**src/core/phy_pair_pkg.sv**
```systemverilog
// shared constants, state types and symbol functions of the pair mapping block
// assumes one 20 MHz core clock and line levels already sliced to five-level codes
package phy_pair_pkg;

    // speed selection from the link controller
    localparam logic [1:0] SPEED_10   = 2'h0;
    localparam logic [1:0] SPEED_100  = 2'h1;
    localparam logic [1:0] SPEED_1000 = 2'h2;

    // five-level line codes, 0..4 stand for -2..+2
    localparam logic [2:0] LVL_LO  = 3'h1;
    localparam logic [2:0] LVL_MID = 3'h2;
    localparam logic [2:0] LVL_HI  = 3'h3;
    localparam logic [2:0] LVL_MAX = 3'h4;

    localparam int NUM_LANES = 4;

    // gigabit side-stream scrambler, master and slave use different taps
    localparam int          SCR_W      = 33;
    localparam int          MASTER_TAP = 13;
    localparam int          SLAVE_TAP  = 20;
    localparam logic [32:0] SEED_BASE  = 33'h05a5ac3c3; // arbitrary, only needs to be non-zero
    localparam logic [9:0]  SYM_LIMIT  = 10'h1ff;       // largest legal nine-bit symbol

    // ten megabit framing
    localparam logic [7:0] SFD_BYTE     = 8'hd5;
    localparam logic [7:0] SFD_INVERTED = 8'h2a;

    // pair skew tolerance, counted in 8 ns gigabit symbols
    localparam int SKEW_NOM_NS   = 50;
    localparam int SKEW_TOL_NS   = 10;
    localparam int SYM_PERIOD_NS = 8;
    localparam int DESKEW_DEPTH  = (SKEW_NOM_NS + SKEW_TOL_NS + SYM_PERIOD_NS - 1) / SYM_PERIOD_NS;

    // idle-stream training
    localparam logic [5:0] COLLECT_SYMS = 6'h21;  // 33 bits load the descrambler
    localparam logic [5:0] LOCK_SYMS    = 6'h10;  // matching idles before data is passed
    // hunt word: [0] crossover guess, [2:1] order mask, [6:3] polarity, [18:7] skews
    localparam int CFG_ORD  = 1;
    localparam int CFG_POL  = 3;
    localparam int CFG_SKEW = 7;
    localparam int CFG_W    = 19;

    // synthesizer phase: 25 steps of the 125 MHz phase make 5 of 25 MHz and 2 of 10 MHz
    localparam logic [4:0] PLL_LAST   = 5'h18;
    localparam logic [4:0] DIV_25     = 5'h05;
    localparam logic [4:0] TICK10_A   = 5'h00;
    localparam logic [4:0] TICK10_B   = 5'h0c;

    typedef enum logic [1:0] {H_COLLECT, H_VERIFY, H_LOCKED} hunt_e;
    typedef enum logic [1:0] {R_IDLE, R_HUNT, R_DATA} rx10_e;

    function automatic logic [32:0] scr_step(input logic [32:0] s, input int tap);
        return {s[31:0], s[32] ^ s[tap - 1]};
    endfunction

    function automatic logic [32:0] seed_from_addr(input logic [4:0] addr);
        return SEED_BASE ^ {addr, 3'h0, addr, 3'h0, addr, 3'h0, addr, 4'h0};
    endfunction

    // nine-bit symbol to four base-five digits, lane one in the low digit
    function automatic logic [11:0] sym_to_lvls(input logic [8:0] s);
        logic [11:0] lv;
        logic [9:0]  v;
        v = {1'b0, s};
        for (int k = 0; k < NUM_LANES; k++) begin
            lv[k*3 +: 3] = 3'(v % 10'd5);
            v = v / 10'd5;
        end
        return lv;
    endfunction

    // digits back to a value; an illegal digit gives an out-of-range result
    function automatic logic [9:0] lvls_to_val(input logic [11:0] lv);
        logic [9:0] v;
        v = 10'h000;
        for (int k = NUM_LANES - 1; k >= 0; k--) begin
            if (lv[k*3 +: 3] > LVL_MAX) begin
                return 10'h3ff;
            end
            v = 10'(v * 10'd5 + {7'h00, lv[k*3 +: 3]});
        end
        return v;
    endfunction

endpackage

```
**src/core/phy_pair_core.sv**
```systemverilog
// pair mapping, alignment, polarity and scrambling core with its transmit FIFO
// assumes sliced line levels and the recovered symbol strobe arrive on core_clk
//
// Functional notes
// - ten megabit receive drops the seven preamble bytes, frame starts at SFD
// - receive clock strobe keeps running through idle gaps at ten megabit
// - gigabit transmit scrambles each byte to nine bits, then four five-level digits
// - transmit scrambler seed is derived from the management address
// - gigabit receive resolves seed, skew, order and polarity from idles first
// - gigabit receive turns digits back to nine bits and descrambles to bytes
// - auto crossover is on by default, the disable input turns it off
// - with auto off, the force input picks straight or crossover
// - auto mode senses partner mapping and takes the complementary one
// - crossover swaps pairs one/two and three/four; slow speeds use two pairs
// - gigabit receive restores the logical channel order automatically
// - gigabit receive deskews pairs up to 60 ns of difference
// - inverted pair polarity is corrected at every speed
// - a gigabit slave transmits on the recovered receive symbol strobe
// - 125, 25 and 10 MHz strobes come from the reference synthesizer phase
`timescale 1ns/1ps

module phy_tx_fifo #(
    parameter int WIDTH = 8,
    parameter int DEPTH = 32
) (
    input  wire logic             core_clk,
    input  wire logic             rst,
    input  wire logic             in_valid,
    input  wire logic [WIDTH-1:0] in_data,
    output logic                  in_ready,
    output logic                  out_valid,
    output logic      [WIDTH-1:0] out_data,
    input  wire logic             out_ready
);
    localparam int AW = $clog2(DEPTH);

    logic [WIDTH-1:0] mem [DEPTH];
    logic [AW:0]      wr_r;
    logic [AW:0]      rd_r;
    wire              push = in_valid && in_ready;
    wire              pop  = out_valid && out_ready;

    // one spare pointer bit tells full from empty
    assign in_ready  = (wr_r - rd_r) != (AW+1)'(DEPTH);
    assign out_valid = wr_r != rd_r;
    assign out_data  = mem[rd_r[AW-1:0]];

    always_ff @(posedge core_clk) begin
        if (push) begin
            mem[wr_r[AW-1:0]] <= in_data;
        end
    end

    always_ff @(posedge core_clk) begin
        if (rst) begin
            wr_r <= '0;
            rd_r <= '0;
        end else begin
            wr_r <= wr_r + (AW+1)'(push);
            rd_r <= rd_r + (AW+1)'(pop);
        end
    end
endmodule

module phy_pair_core
    import phy_pair_pkg::*;
#(
    parameter int FIFO_DEPTH = 32
) (
    input  wire logic       core_clk,
    input  wire logic       rst,
    input  wire logic       pll_tick,
    input  wire logic [1:0] speed,
    input  wire logic       is_slave,
    input  wire logic [4:0] phy_addr,
    input  wire logic       auto_xover_off,
    input  wire logic       force_xover,
    input  wire logic       rx_sym_tick,
    input  wire logic [2:0] line_pair_one_rx,
    input  wire logic [2:0] line_pair_two_rx,
    input  wire logic [2:0] line_pair_three_rx,
    input  wire logic [2:0] line_pair_four_rx,
    output logic      [2:0] line_pair_one_tx,
    output logic      [2:0] line_pair_two_tx,
    output logic      [2:0] line_pair_three_tx,
    output logic      [2:0] line_pair_four_tx,
    input  wire logic       mac_tx_valid,
    input  wire logic [7:0] mac_tx_data,
    output logic            mac_tx_ready,
    output logic            mac_rx_valid,
    output logic      [7:0] mac_rx_data,
    output logic            mac_rx_clk_tick,
    output logic            xover_active,
    output logic            gig_locked
);
    // synthesizer strobes, all derived from the one reference phase
    logic [4:0] pll_cnt_r;
    wire        tick_125 = pll_tick;
    wire        tick_25  = pll_tick && (pll_cnt_r % DIV_25 == 5'h00);
    wire        tick_10  = pll_tick && (pll_cnt_r == TICK10_A || pll_cnt_r == TICK10_B);

    always_ff @(posedge core_clk) begin
        if (rst) begin
            pll_cnt_r <= 5'h00;
        end else if (pll_tick) begin
            pll_cnt_r <= (pll_cnt_r == PLL_LAST) ? 5'h00 : pll_cnt_r + 5'h01;
        end
    end

    // speed decode and pair mapping selection
    wire gig    = speed == SPEED_1000;
    wire bit_en = (speed == SPEED_10) ? tick_10 : tick_25;
    logic [CFG_W-1:0] cfg_r;
    logic             auto_x_r;
    wire  xsel = auto_xover_off ? force_xover : (gig ? cfg_r[0] : auto_x_r);
    wire  [1:0] lane_mask = {cfg_r[CFG_ORD+1], cfg_r[CFG_ORD] ^ xsel};

    // slow speeds: activity on our own transmit pair means the partner is straight too
    wire act_one = line_pair_one_rx != LVL_MID;
    wire act_two = line_pair_two_rx != LVL_MID;
    always_ff @(posedge core_clk) begin
        if (rst) begin
            auto_x_r <= 1'b0;
        end else if (!gig && bit_en && act_one) begin
            auto_x_r <= 1'b1;
        end else if (!gig && bit_en && act_two) begin
            auto_x_r <= 1'b0;
        end
    end

    // per-pair delay lines, newest symbol at tap zero
    logic [2:0] raw_lane [NUM_LANES];
    logic [2:0] dly_r    [NUM_LANES][DESKEW_DEPTH];
    logic [2:0] fixed    [NUM_LANES];
    logic [2:0] logical  [NUM_LANES];
    assign raw_lane[0] = line_pair_one_rx;
    assign raw_lane[1] = line_pair_two_rx;
    assign raw_lane[2] = line_pair_three_rx;
    assign raw_lane[3] = line_pair_four_rx;

    for (genvar g = 0; g < NUM_LANES; g++) begin : g_lane
        wire [2:0] tap = dly_r[g][cfg_r[CFG_SKEW + 3*g +: 3]];
        assign fixed[g]   = cfg_r[CFG_POL + g] ? LVL_MAX - tap : tap;
        assign logical[g] = fixed[2'(g) ^ lane_mask];

        always_ff @(posedge core_clk) begin
            if (rx_sym_tick) begin
                dly_r[g][0] <= raw_lane[g];
                for (int d = 1; d < DESKEW_DEPTH; d++) begin
                    dly_r[g][d] <= dly_r[g][d-1];
                end
            end
        end
    end

    // receive symbol decode and descrambler prediction
    hunt_e       hunt_r;
    logic [32:0] desc_r;
    logic [5:0]  hcnt_r;
    wire  [9:0]  rx_val   = lvls_to_val({logical[3], logical[2], logical[1], logical[0]});
    wire         sym_ok   = rx_val <= SYM_LIMIT;
    wire  [8:0]  rx_sym   = rx_val[8:0];
    wire  [32:0] pred     = scr_step(desc_r, is_slave ? MASTER_TAP : SLAVE_TAP);
    wire  [7:0]  rx_byte  = rx_sym[7:0] ^ pred[7:0];
    wire         rx_act   = rx_sym[8] ^ pred[8];
    wire         idle_hit = sym_ok && rx_sym == pred[8:0];

    // hunt: load the remote seed, check idles, otherwise try the next alignment
    always_ff @(posedge core_clk) begin
        if (rst || !gig) begin
            hunt_r <= H_COLLECT;
            hcnt_r <= 6'h00;
            cfg_r  <= '0;
            desc_r <= '0;
        end else if (rx_sym_tick) begin
            case (hunt_r)
                H_COLLECT: begin
                    desc_r <= {desc_r[31:0], rx_sym[0]};
                    hcnt_r <= hcnt_r + 6'h01;
                    if (hcnt_r == COLLECT_SYMS - 6'h01) begin
                        hunt_r <= H_VERIFY;
                        hcnt_r <= 6'h00;
                    end
                end
                H_VERIFY: begin
                    desc_r <= pred;
                    hcnt_r <= hcnt_r + 6'h01;
                    if (!idle_hit) begin
                        hunt_r <= H_COLLECT;
                        hcnt_r <= 6'h00;
                        cfg_r  <= cfg_r + CFG_W'(1);
                    end else if (hcnt_r == LOCK_SYMS - 6'h01) begin
                        hunt_r <= H_LOCKED;
                    end
                end
                H_LOCKED: begin
                    desc_r <= pred;
                    if (!sym_ok) begin
                        hunt_r <= H_COLLECT;
                        hcnt_r <= 6'h00;
                        cfg_r  <= cfg_r + CFG_W'(1);
                    end
                end
                default: begin
                    hunt_r <= H_COLLECT;
                end
            endcase
        end
    end

    // slow-speed receive: strip preamble, align on SFD, learn polarity from it
    rx10_e      rx10_r;
    logic [7:0] sh_r;
    logic [2:0] bcnt_r;
    logic       pol10_r;
    wire  [2:0] lvl10   = xsel ? line_pair_one_rx : line_pair_two_rx;
    wire        carrier = lvl10 != LVL_MID;
    wire  [7:0] sh_nxt  = {lvl10 > LVL_MID, sh_r[7:1]};
    wire        sfd_hit = sh_nxt == SFD_BYTE || sh_nxt == SFD_INVERTED;
    wire        emit10  = bit_en && carrier &&
                          ((rx10_r == R_HUNT && sfd_hit) || (rx10_r == R_DATA && bcnt_r == 3'h7));
    wire  [7:0] byte10  = (rx10_r == R_HUNT) ? SFD_BYTE : sh_nxt ^ {8{pol10_r}};

    always_ff @(posedge core_clk) begin
        if (rst || gig) begin
            rx10_r  <= R_IDLE;
            sh_r    <= 8'h00;
            bcnt_r  <= 3'h0;
            pol10_r <= 1'b0;
        end else if (bit_en) begin
            sh_r   <= sh_nxt;
            bcnt_r <= bcnt_r + 3'h1;
            case (rx10_r)
                R_IDLE: begin
                    rx10_r <= carrier ? R_HUNT : R_IDLE;
                end
                R_HUNT: begin
                    if (!carrier) begin
                        rx10_r <= R_IDLE;
                    end else if (sfd_hit) begin
                        rx10_r  <= R_DATA;
                        pol10_r <= sh_nxt == SFD_INVERTED;
                        bcnt_r  <= 3'h0;
                    end
                end
                R_DATA: begin
                    rx10_r <= carrier ? R_DATA : R_IDLE;
                end
                default: begin
                    rx10_r <= R_IDLE;
                end
            endcase
        end
    end

    // receive outputs; the clock strobe is never gated by frames
    always_ff @(posedge core_clk) begin
        if (rst) begin
            mac_rx_valid    <= 1'b0;
            mac_rx_data     <= 8'h00;
            mac_rx_clk_tick <= 1'b0;
        end else begin
            mac_rx_clk_tick <= gig ? rx_sym_tick : bit_en;
            mac_rx_valid    <= gig ? (rx_sym_tick && hunt_r == H_LOCKED && sym_ok && rx_act)
                                   : emit10;
            if (gig && rx_sym_tick) begin
                mac_rx_data <= rx_byte;
            end else if (!gig && emit10) begin
                mac_rx_data <= byte10;
            end
        end
    end

    // transmit FIFO toward the line; the line side drains it at symbol or bit rate
    logic        f_valid;
    logic [7:0]  f_data;
    logic [32:0] tx_scr_r;
    logic [7:0]  ser_r;
    logic [3:0]  tbits_r;
    logic [2:0]  tx_lvl_r [NUM_LANES];
    wire         tx_sym_en = is_slave ? rx_sym_tick : tick_125;
    wire         f_ready   = gig ? tx_sym_en : (bit_en && tbits_r == 4'h0);
    wire         take      = f_ready && f_valid;
    wire  [8:0]  tx_sym    = {tx_scr_r[8] ^ take, (take ? f_data : 8'h00) ^ tx_scr_r[7:0]};
    wire  [11:0] tx_lv     = sym_to_lvls(tx_sym);

    phy_tx_fifo #(
        .WIDTH (8),
        .DEPTH (FIFO_DEPTH)
    ) u_fifo (
        .core_clk  (core_clk),
        .rst       (rst),
        .in_valid  (mac_tx_valid),
        .in_data   (mac_tx_data),
        .in_ready  (mac_tx_ready),
        .out_valid (f_valid),
        .out_data  (f_data),
        .out_ready (f_ready)
    );

    // scrambler state only moves on transmit symbols; seed is reloaded by reset
    always_ff @(posedge core_clk) begin
        if (rst) begin
            tx_scr_r <= seed_from_addr(phy_addr);
        end else if (gig && tx_sym_en) begin
            tx_scr_r <= scr_step(tx_scr_r, is_slave ? SLAVE_TAP : MASTER_TAP);
        end
    end

    // transmit levels: four digits at gigabit, one serial pair otherwise
    always_ff @(posedge core_clk) begin
        if (rst) begin
            ser_r   <= 8'h00;
            tbits_r <= 4'h0;
            for (int k = 0; k < NUM_LANES; k++) begin
                tx_lvl_r[k] <= LVL_MID;
            end
        end else if (gig) begin
            tbits_r <= 4'h0;
            if (tx_sym_en) begin
                for (int k = 0; k < NUM_LANES; k++) begin
                    tx_lvl_r[k] <= tx_lv[k*3 +: 3];
                end
            end
        end else begin
            // unused pairs go quiet at once, not on the next bit strobe after gigabit
            for (int k = 1; k < NUM_LANES; k++) begin
                tx_lvl_r[k] <= LVL_MID;
            end
            if (bit_en && tbits_r != 4'h0) begin
                tx_lvl_r[0] <= ser_r[0] ? LVL_HI : LVL_LO;
                ser_r       <= {1'b0, ser_r[7:1]};
                tbits_r     <= tbits_r - 4'h1;
            end else if (bit_en) begin
                tx_lvl_r[0] <= LVL_MID;
                if (f_valid) begin
                    ser_r   <= f_data;
                    tbits_r <= 4'h8;
                end
            end
        end
    end

    // crossover applied on the way out; the partner sees the complement of its own map
    assign line_pair_one_tx   = tx_lvl_r[{1'b0, xsel}];
    assign line_pair_two_tx   = tx_lvl_r[{1'b0, ~xsel}];
    assign line_pair_three_tx = tx_lvl_r[{1'b1, xsel}];
    assign line_pair_four_tx  = tx_lvl_r[{1'b1, ~xsel}];

    always_ff @(posedge core_clk) begin
        if (rst) begin
            xover_active <= 1'b0;
            gig_locked   <= 1'b0;
        end else begin
            xover_active <= xsel;
            gig_locked   <= hunt_r == H_LOCKED;
        end
    end
endmodule

```
**config.mk**
```make
export PLATFORM = sky130hd
export DESIGN_NAME = phy_pair_core
export DESIGN_NICKNAME = d
export VERILOG_FILES = /design/src/core/phy_pair_pkg.sv /design/src/core/phy_pair_core.sv
export SDC_FILE = /design/constraint.sdc
export NUM_CORES = 1
export LEC_CHECK = 0
export ABC_CLOCK_PERIOD_IN_PS = 46400
export BUFFER_PORTS_ARGS = -buffer_cell sky130_fd_sc_hd__buf_4
export CORE_AREA = 2 2 224 226
export DETAILED_ROUTE_END_ITERATION = 7
export DIE_AREA = 0 0 226 228
export GPL_TIMING_DRIVEN = 0
export PLACE_DENSITY = 0.71
export SLEW_MARGIN = 30
export SYNTH_ARGS = -nofsm -noshare
export SYNTH_HDL_FRONTEND = slang
export SYNTH_SLANG_ARGS = --single-unit
export TNS_END_PERCENT = 5
```
**constraint.sdc**
```tcl
create_clock -name core_clk -period 46.4 [get_ports core_clk]
set_input_delay 4.64 -clock core_clk [delete_from_list [all_inputs] [get_ports core_clk]]
set_output_delay 4.64 -clock core_clk [all_outputs]
set_load 0.02 [all_outputs]
```
Word level (Yosys, flattened, before mapping)
Memories as Yosys holds them, arrays and structs flattened. A register that Yosys moved wholly into a read port is not among the register bits.
Index checks and enable logic that the tools add are counted.
{"block": "word_totals", "ff_bits": 149, "mem_bits_rw": 364, "in_bits": 35, "output_inout_bits": 25, "elab_cells": 320, "n_memories": 3}
{"memory": "u_fifo.mem", "depth": 32, "word_bits": 8, "rd": 1, "rd_clocked_by_memory_dff": 1, "write_ports": 1, "line_no": "phy_pair_core.sv:37", "text": "logic [WIDTH-1:0] mem [DEPTH];"}
{"memory": "dly_r", "depth": 4, "word_bits": 24, "rd": 4, "rd_clocked_by_memory_dff": 0, "write_ports": 4, "line_no": "phy_pair_core.sv:133", "text": "logic [2:0] dly_r [NUM_LANES][DESKEW_DEPTH];"}
{"memory": "tx_lvl_r", "depth": 4, "word_bits": 3, "rd": 4, "rd_clocked_by_memory_dff": 0, "write_ports": 4, "line_no": "phy_pair_core.sv:280", "text": "logic [2:0] tx_lvl_r [NUM_LANES];"}
{"block": "classes", "addsub": 17, "multipliers": 3, "n_div": 8, "magnitude_cmp": 16, "n_eq_ne": 23, "mux": 147, "bitwise": 31, "n_reduce_logical": 51}
{"operator": "$mux 10", "count": 17}
{"operator": "$mux 3", "count": 34}
{"operator": "$mux 33", "count": 2}
{"operator": "$pmux 33 s2", "count": 1}
{"operator": "$mux 8", "count": 7}
{"operator": "$mux 1", "count": 52}
{"operator": "$mux 19", "count": 2}
{"operator": "$pmux 19 s2", "count": 1}
{"operator": "$bmux 3 s3", "count": 4}
{"operator": "$add 10x3->10", "count": 3}
{"operator": "$mod 10x3->10 const B", "count": 3}
{"operator": "$mul 10x3->10 const B", "count": 3}
{"operator": "$bmux 3 s2", "count": 4}
{"operator": "$xor 8x8->8", "count": 3}
{"operator": "$div 10x3->10 const B", "count": 2}
{"operator": "$logic_and 1x1->1", "count": 20}
{"operator": "$mux 5", "count": 4}
{"operator": "$add 19x1->19 const B", "count": 1}
{"operator": "$mux 6", "count": 3}
{"operator": "$pmux 6 s3", "count": 1}
{"operator": "$ge 4x4->1 const B", "count": 4}
{"operator": "$lt 6x8->1 const B", "count": 2}
{"operator": "$mux 2", "count": 8}
{"operator": "$not 16->16", "count": 1}
{"operator": "other kinds (51)", "count": 114}

Depth between registers and ports, before layout
{"block": "logic_depth", "word_depth": 32, "ltp_mapped": 98}

Modules after synthesis
Synthesis repeated with hierarchy kept, for this count alone.
{"block": "hier_totals", "hier_cells": 2419, "hier_area_um2": 27566.4}
{"mod": "phy_pair_core", "n_inst": 1, "cells_each": 1787, "area_per_inst_um2": 16684.8, "seq_area_each_um2": 6165.9}
{"mod": "phy_tx_fifo", "n_inst": 1, "cells_each": 632, "area_per_inst_um2": 10881.7, "seq_area_each_um2": 7927.6}

Worst setup path after synthesis
OpenSTA, ideal clock, no wires.
{"block": "synth_path", "path_kind": "input-to-reg", "from": "input speed[1]", "to": "memory tx_lvl_r[3][0]", "setup_ps": 74, "arrival_ps": 20450, "required_time_ps": 46326, "slack_ps": 25875, "path_stages": 88, "path_cell_list": "nor2_1 -> or4_1 -> a21oi_4 -> o211ai_2 -> xor2_4 -> nor2b_1 -> inv_1 -> ha_1 -> a31o_1 -> buf_4 -> or2_1 -> o211ai_2 -> nand3_1 -> a32o_1 -> or2_1 -> o311ai_4 -> and4_1 -> buf_4 -> (+52 left out) -> ha_1 -> inv_1 -> a221o_1 -> xnor2_1 -> ha_1 -> nand2b_1 -> a22oi_1 -> o221ai_1 -> a211oi_1 -> a21oi_2 -> inv_2 -> ha_1 -> inv_1 -> ha_1 -> a21oi_1 -> and2_1 -> or3b_2 -> a31oi_1"}
{"item": "from (decl)", "line_no": "phy_pair_core.sv:73", "text": "input wire logic [1:0] speed,"}
{"item": "to (decl)", "line_no": "phy_pair_core.sv:280"}

==> summary.md <==
| Metric | Value |
|---|---|
| Num ports | `60` |
| GRT Total Usage | `25.1%` |
| CP max stage cell | `nor2_1` |
| Vias in the first global route | `18,100` |
| Met1 usage in global routing | `36.0%` |
| F_max | `0.0402 GHz` |
| Area of the mapped netlist | `26,900 µm²` |
| Vias | `18,600` |
| First-pass GRT wire length | `101,000 µm` |
| Die ar. | `51,500 µm²` |
| Final Skew | `0.0185 ns` |
| Post-CTS Resized | `0` |
| Final hold viol count | `0` |
| CTS tree | `built` |
| FFs w/ async S/R, synth | `0%` |
| CTS sink count | `512` |
| Initial antenna violation count | `0` |
| CTS clock-pin slew for the worst setup and hold paths | `0.06 ns` |
| Final net count | `2,508` |
| Row count | `82` |
| Worst setup SP type | `input pin` |
| Crit share post-route | `53.6%` |
| Yosys cell types | `129` |
| Wire length per cell | `20.8 µm` |
| Cell mode on critical path | `ha_1` |
| CTS root buf | `clkbuf_16` |
| Worst-margin pin slew | `0.892 ns` |
| CTS Hold Bufs | `0` |
| Gr busiest metal | `met2` |
| Area growth syn-to-layout | `11.0%` |
| GRT met3 Usage | `3.81%` |
| I/O Buffers | `58` |
| H-tree Lvls | `2` |
| # diodes | `0` |
| Crit path DAT | `25.40 ns` |
| Placer Congestion | `0.918` |
| Worst Hold Class | `reg -> reg` |
| Rel. slew slack | `40.3%` |
| Post-synthesis sequential area ratio | `52.5%` |
| Most frequent cells in the layout | `edfxtp_1, nand2_1, nor2_1` |
| Status | `complete, no violations` |
| Met2 GRT Util | `40.3%` |
| Final WL | `64,000 µm` |
| CTS Buffer Depth | `3` |
| P_leak | `10.6 nW` |
| Core area | `49,300 µm²` |
| Avg Inst Size Synth | `11.9 µm²` |
| Syn Inst Count | `2,253` |
| CP max stage delay | `0.67 ns` |
| TNS Setup | `0 ns` |
| Die Y | `228 µm` |
| Minimum clock period | `24.88 ns` |
| Leading cell type in the layout, fill and taps excluded | `edfxtp_1` |
| Slew Limit Fails | `0` |
| WP data required | `46.92 ns` |
| Primary FF master, synth | `edfxtp_1` |
| Top cells by area, synth | `edfxtp_1, dfxtp_1, mux4_2` |
| Layout cells sized above 1 | `15.2%` |
| Yosys top cell area share | `42.9%` |
| Critical path peak fanout | `97` |
| Post-DP HPWL | `45,500 µm` |
| Pwr dens | `61.2 nW/µm²` |
| Iteration-0 DRC Markers | `1,909` |
| Vias per Instance | `6.05` |
| Die W | `226 µm` |
| EDFF count, synth | `384` |
| Synth warn | `0` |
| RSZ-0062 raised after global routing | `no` |
| Post-route DRC | `0` |
| Clock latency at the later pin of the worst-skew pair | `0.60 ns` |
| Worst Path Class, Setup | `in -> reg` |
| Total CTS buffers | `51` |
| DRT Pass-1 Iters | `5` |
| Leading area contributor after synthesis | `edfxtp_1` |
| Final Core Density | `60.4%` |
| Post-CTS setup buffers | `0` |
| Final setup viols | `0` |
| Initial core utilization | `54.4%` |
| Max-Cap Viols | `0` |
| Critical Path Sink Type | `flop` |
| Max VDD drop | `0.0000499 V` |
| Largest net degree at the start of global routing | `98` |
| Post-route ant nets | `0` |
| Register bit total from synthesis | `512` |
| Syn Nets | `2,397` |
| Grt ovf | `0` |
routing by layer:
| metal | vias to the layer above | part of all wire (%) |
|---|---|---|
| li1 | 8698 | - |
| met1 | 9236 | 44 |
| met2 | 595 | 47 |
| met3 | 96 | 6.2 |
| met4 | 0 | 2.1 |
| met5 | - | 0 |
synth_stat cells (8+ instances only):
master,n
edfxtp_1,384
nand2_1,224
nor2_1,186
a21oi_1,145
dfxtp_1,128
ha_1,106
mux2i_1,86
inv_1,83
mux4_2,76
o21ai_0,69
clkbuf_1,61
xnor2_1,58
nand3_1,42
xor2_1,40
mux2_2,34
nor2b_1,32
a21o_1,30
nor3_1,30
a211oi_1,20
and3_1,18
and2_1,17
nand2b_1,17
o221ai_1,17
or3_1,17
nand4_1,16
a31oi_1,14
buf_2,14
a22o_1,12
buf_4,12
o211ai_1,11
inv_2,9
a221oi_1,8
a22oi_1,8
nand3b_1,8
o22ai_1,8
o31ai_1,8
critical path: cells and delay by family:
kind / cells / cell delay (ns)
and+or+nand+nor: 26 / 7.01
xor gates and xnor gates: 8 / 1.93
buffers and inverters: 19 / 3.34
muxes: 1 / 0.22
AOI/OAI and AO/OA: 24 / 5.71
adders and majority gates: 11 / 2.44
power by group:
part / internal [mW] / switching, mW / leakage [nW]
clock: 0.235 / 0.178 / 0.831
combinational: 0.348 / 0.550 / 5.19
sequential: 0.507 / 0.00776 / 4.61
flip-flops by register name (all words and copies together), names as in the netlist, 2 cells and up:
register,flops
bcnt_r,3
cfg_r,19
desc_r,33
dly_r,96
hcnt_r,6
hunt_r,2
mac_rx_data,8
pll_cnt_r,5
rx10_r,2
ser_r,8
sh_r,7
tbits_r,4
tx_lvl_r,12
tx_scr_r,33
u_fifo.mem,256
u_fifo.rd_r,6
u_fifo.wr_r,6
path summary, 6_finish.rpt:
kind,from,cells after the start,slack (ns),endpoint
setup / recovery,rx_sym_tick,89,21.52,tx_lvl_r[3][0]
hold / removal,dly_r[1][11],0,0.44,dly_r[1][8]
setup reg to reg,u_fifo.rd_r[1],93,24.61,tx_lvl_r[3][0]
hold reg to reg,dly_r[1][11],0,0.44,dly_r[1][8]
metrics by stage:
| stage | setup WS, ns | instance area, µm² | hold WS, ns | total power, mW | instances |
|---|---|---|---|---|---|
| after global placement | 21.45 | 28100 | 0.424 | 1.39 | 2983 |
| after detailed placement | 21.40 | 28100 | 0.433 | 1.40 | 2983 |
| after CTS | 21.92 | 29800 | 0.440 | 1.82 | 3079 |
| after global routing | 19.89 | 29800 | 0.452 | 1.95 | 3079 |
| after floorplan | 25.88 | 26900 | 0.421 | 1.21 | 2253 |
| final | 21.52 | 29800 | 0.443 | 1.83 | 3079 |
cells by family after synthesis:
group                    after synthesis  share of synthesized area, %
XOR/XNOR                             104                          3.64
adder cells (fa/ha/maj)              109                          5.16
AO/OA/AOI/OAI                        467                          12.4
AND/OR/NAND/NOR                      664                          11.9
flip-flops                           512                          52.5
multiplexers                         198                          11.1
buffers and inverters                199                          3.29
final cells by class:
class / count / area [µm²]
tap: 672 / 841
clock buffer: 56 / 1330
fill: 3942 / 19500
buffer: 103 / 522
timing repair buffer: 58 / 439
inverter: 96 / 363
clock inverter: 40 / 342
multi-input combinational: 1542 / 11900
sequential: 512 / 14100
Power figures use the tool's default switching activity.
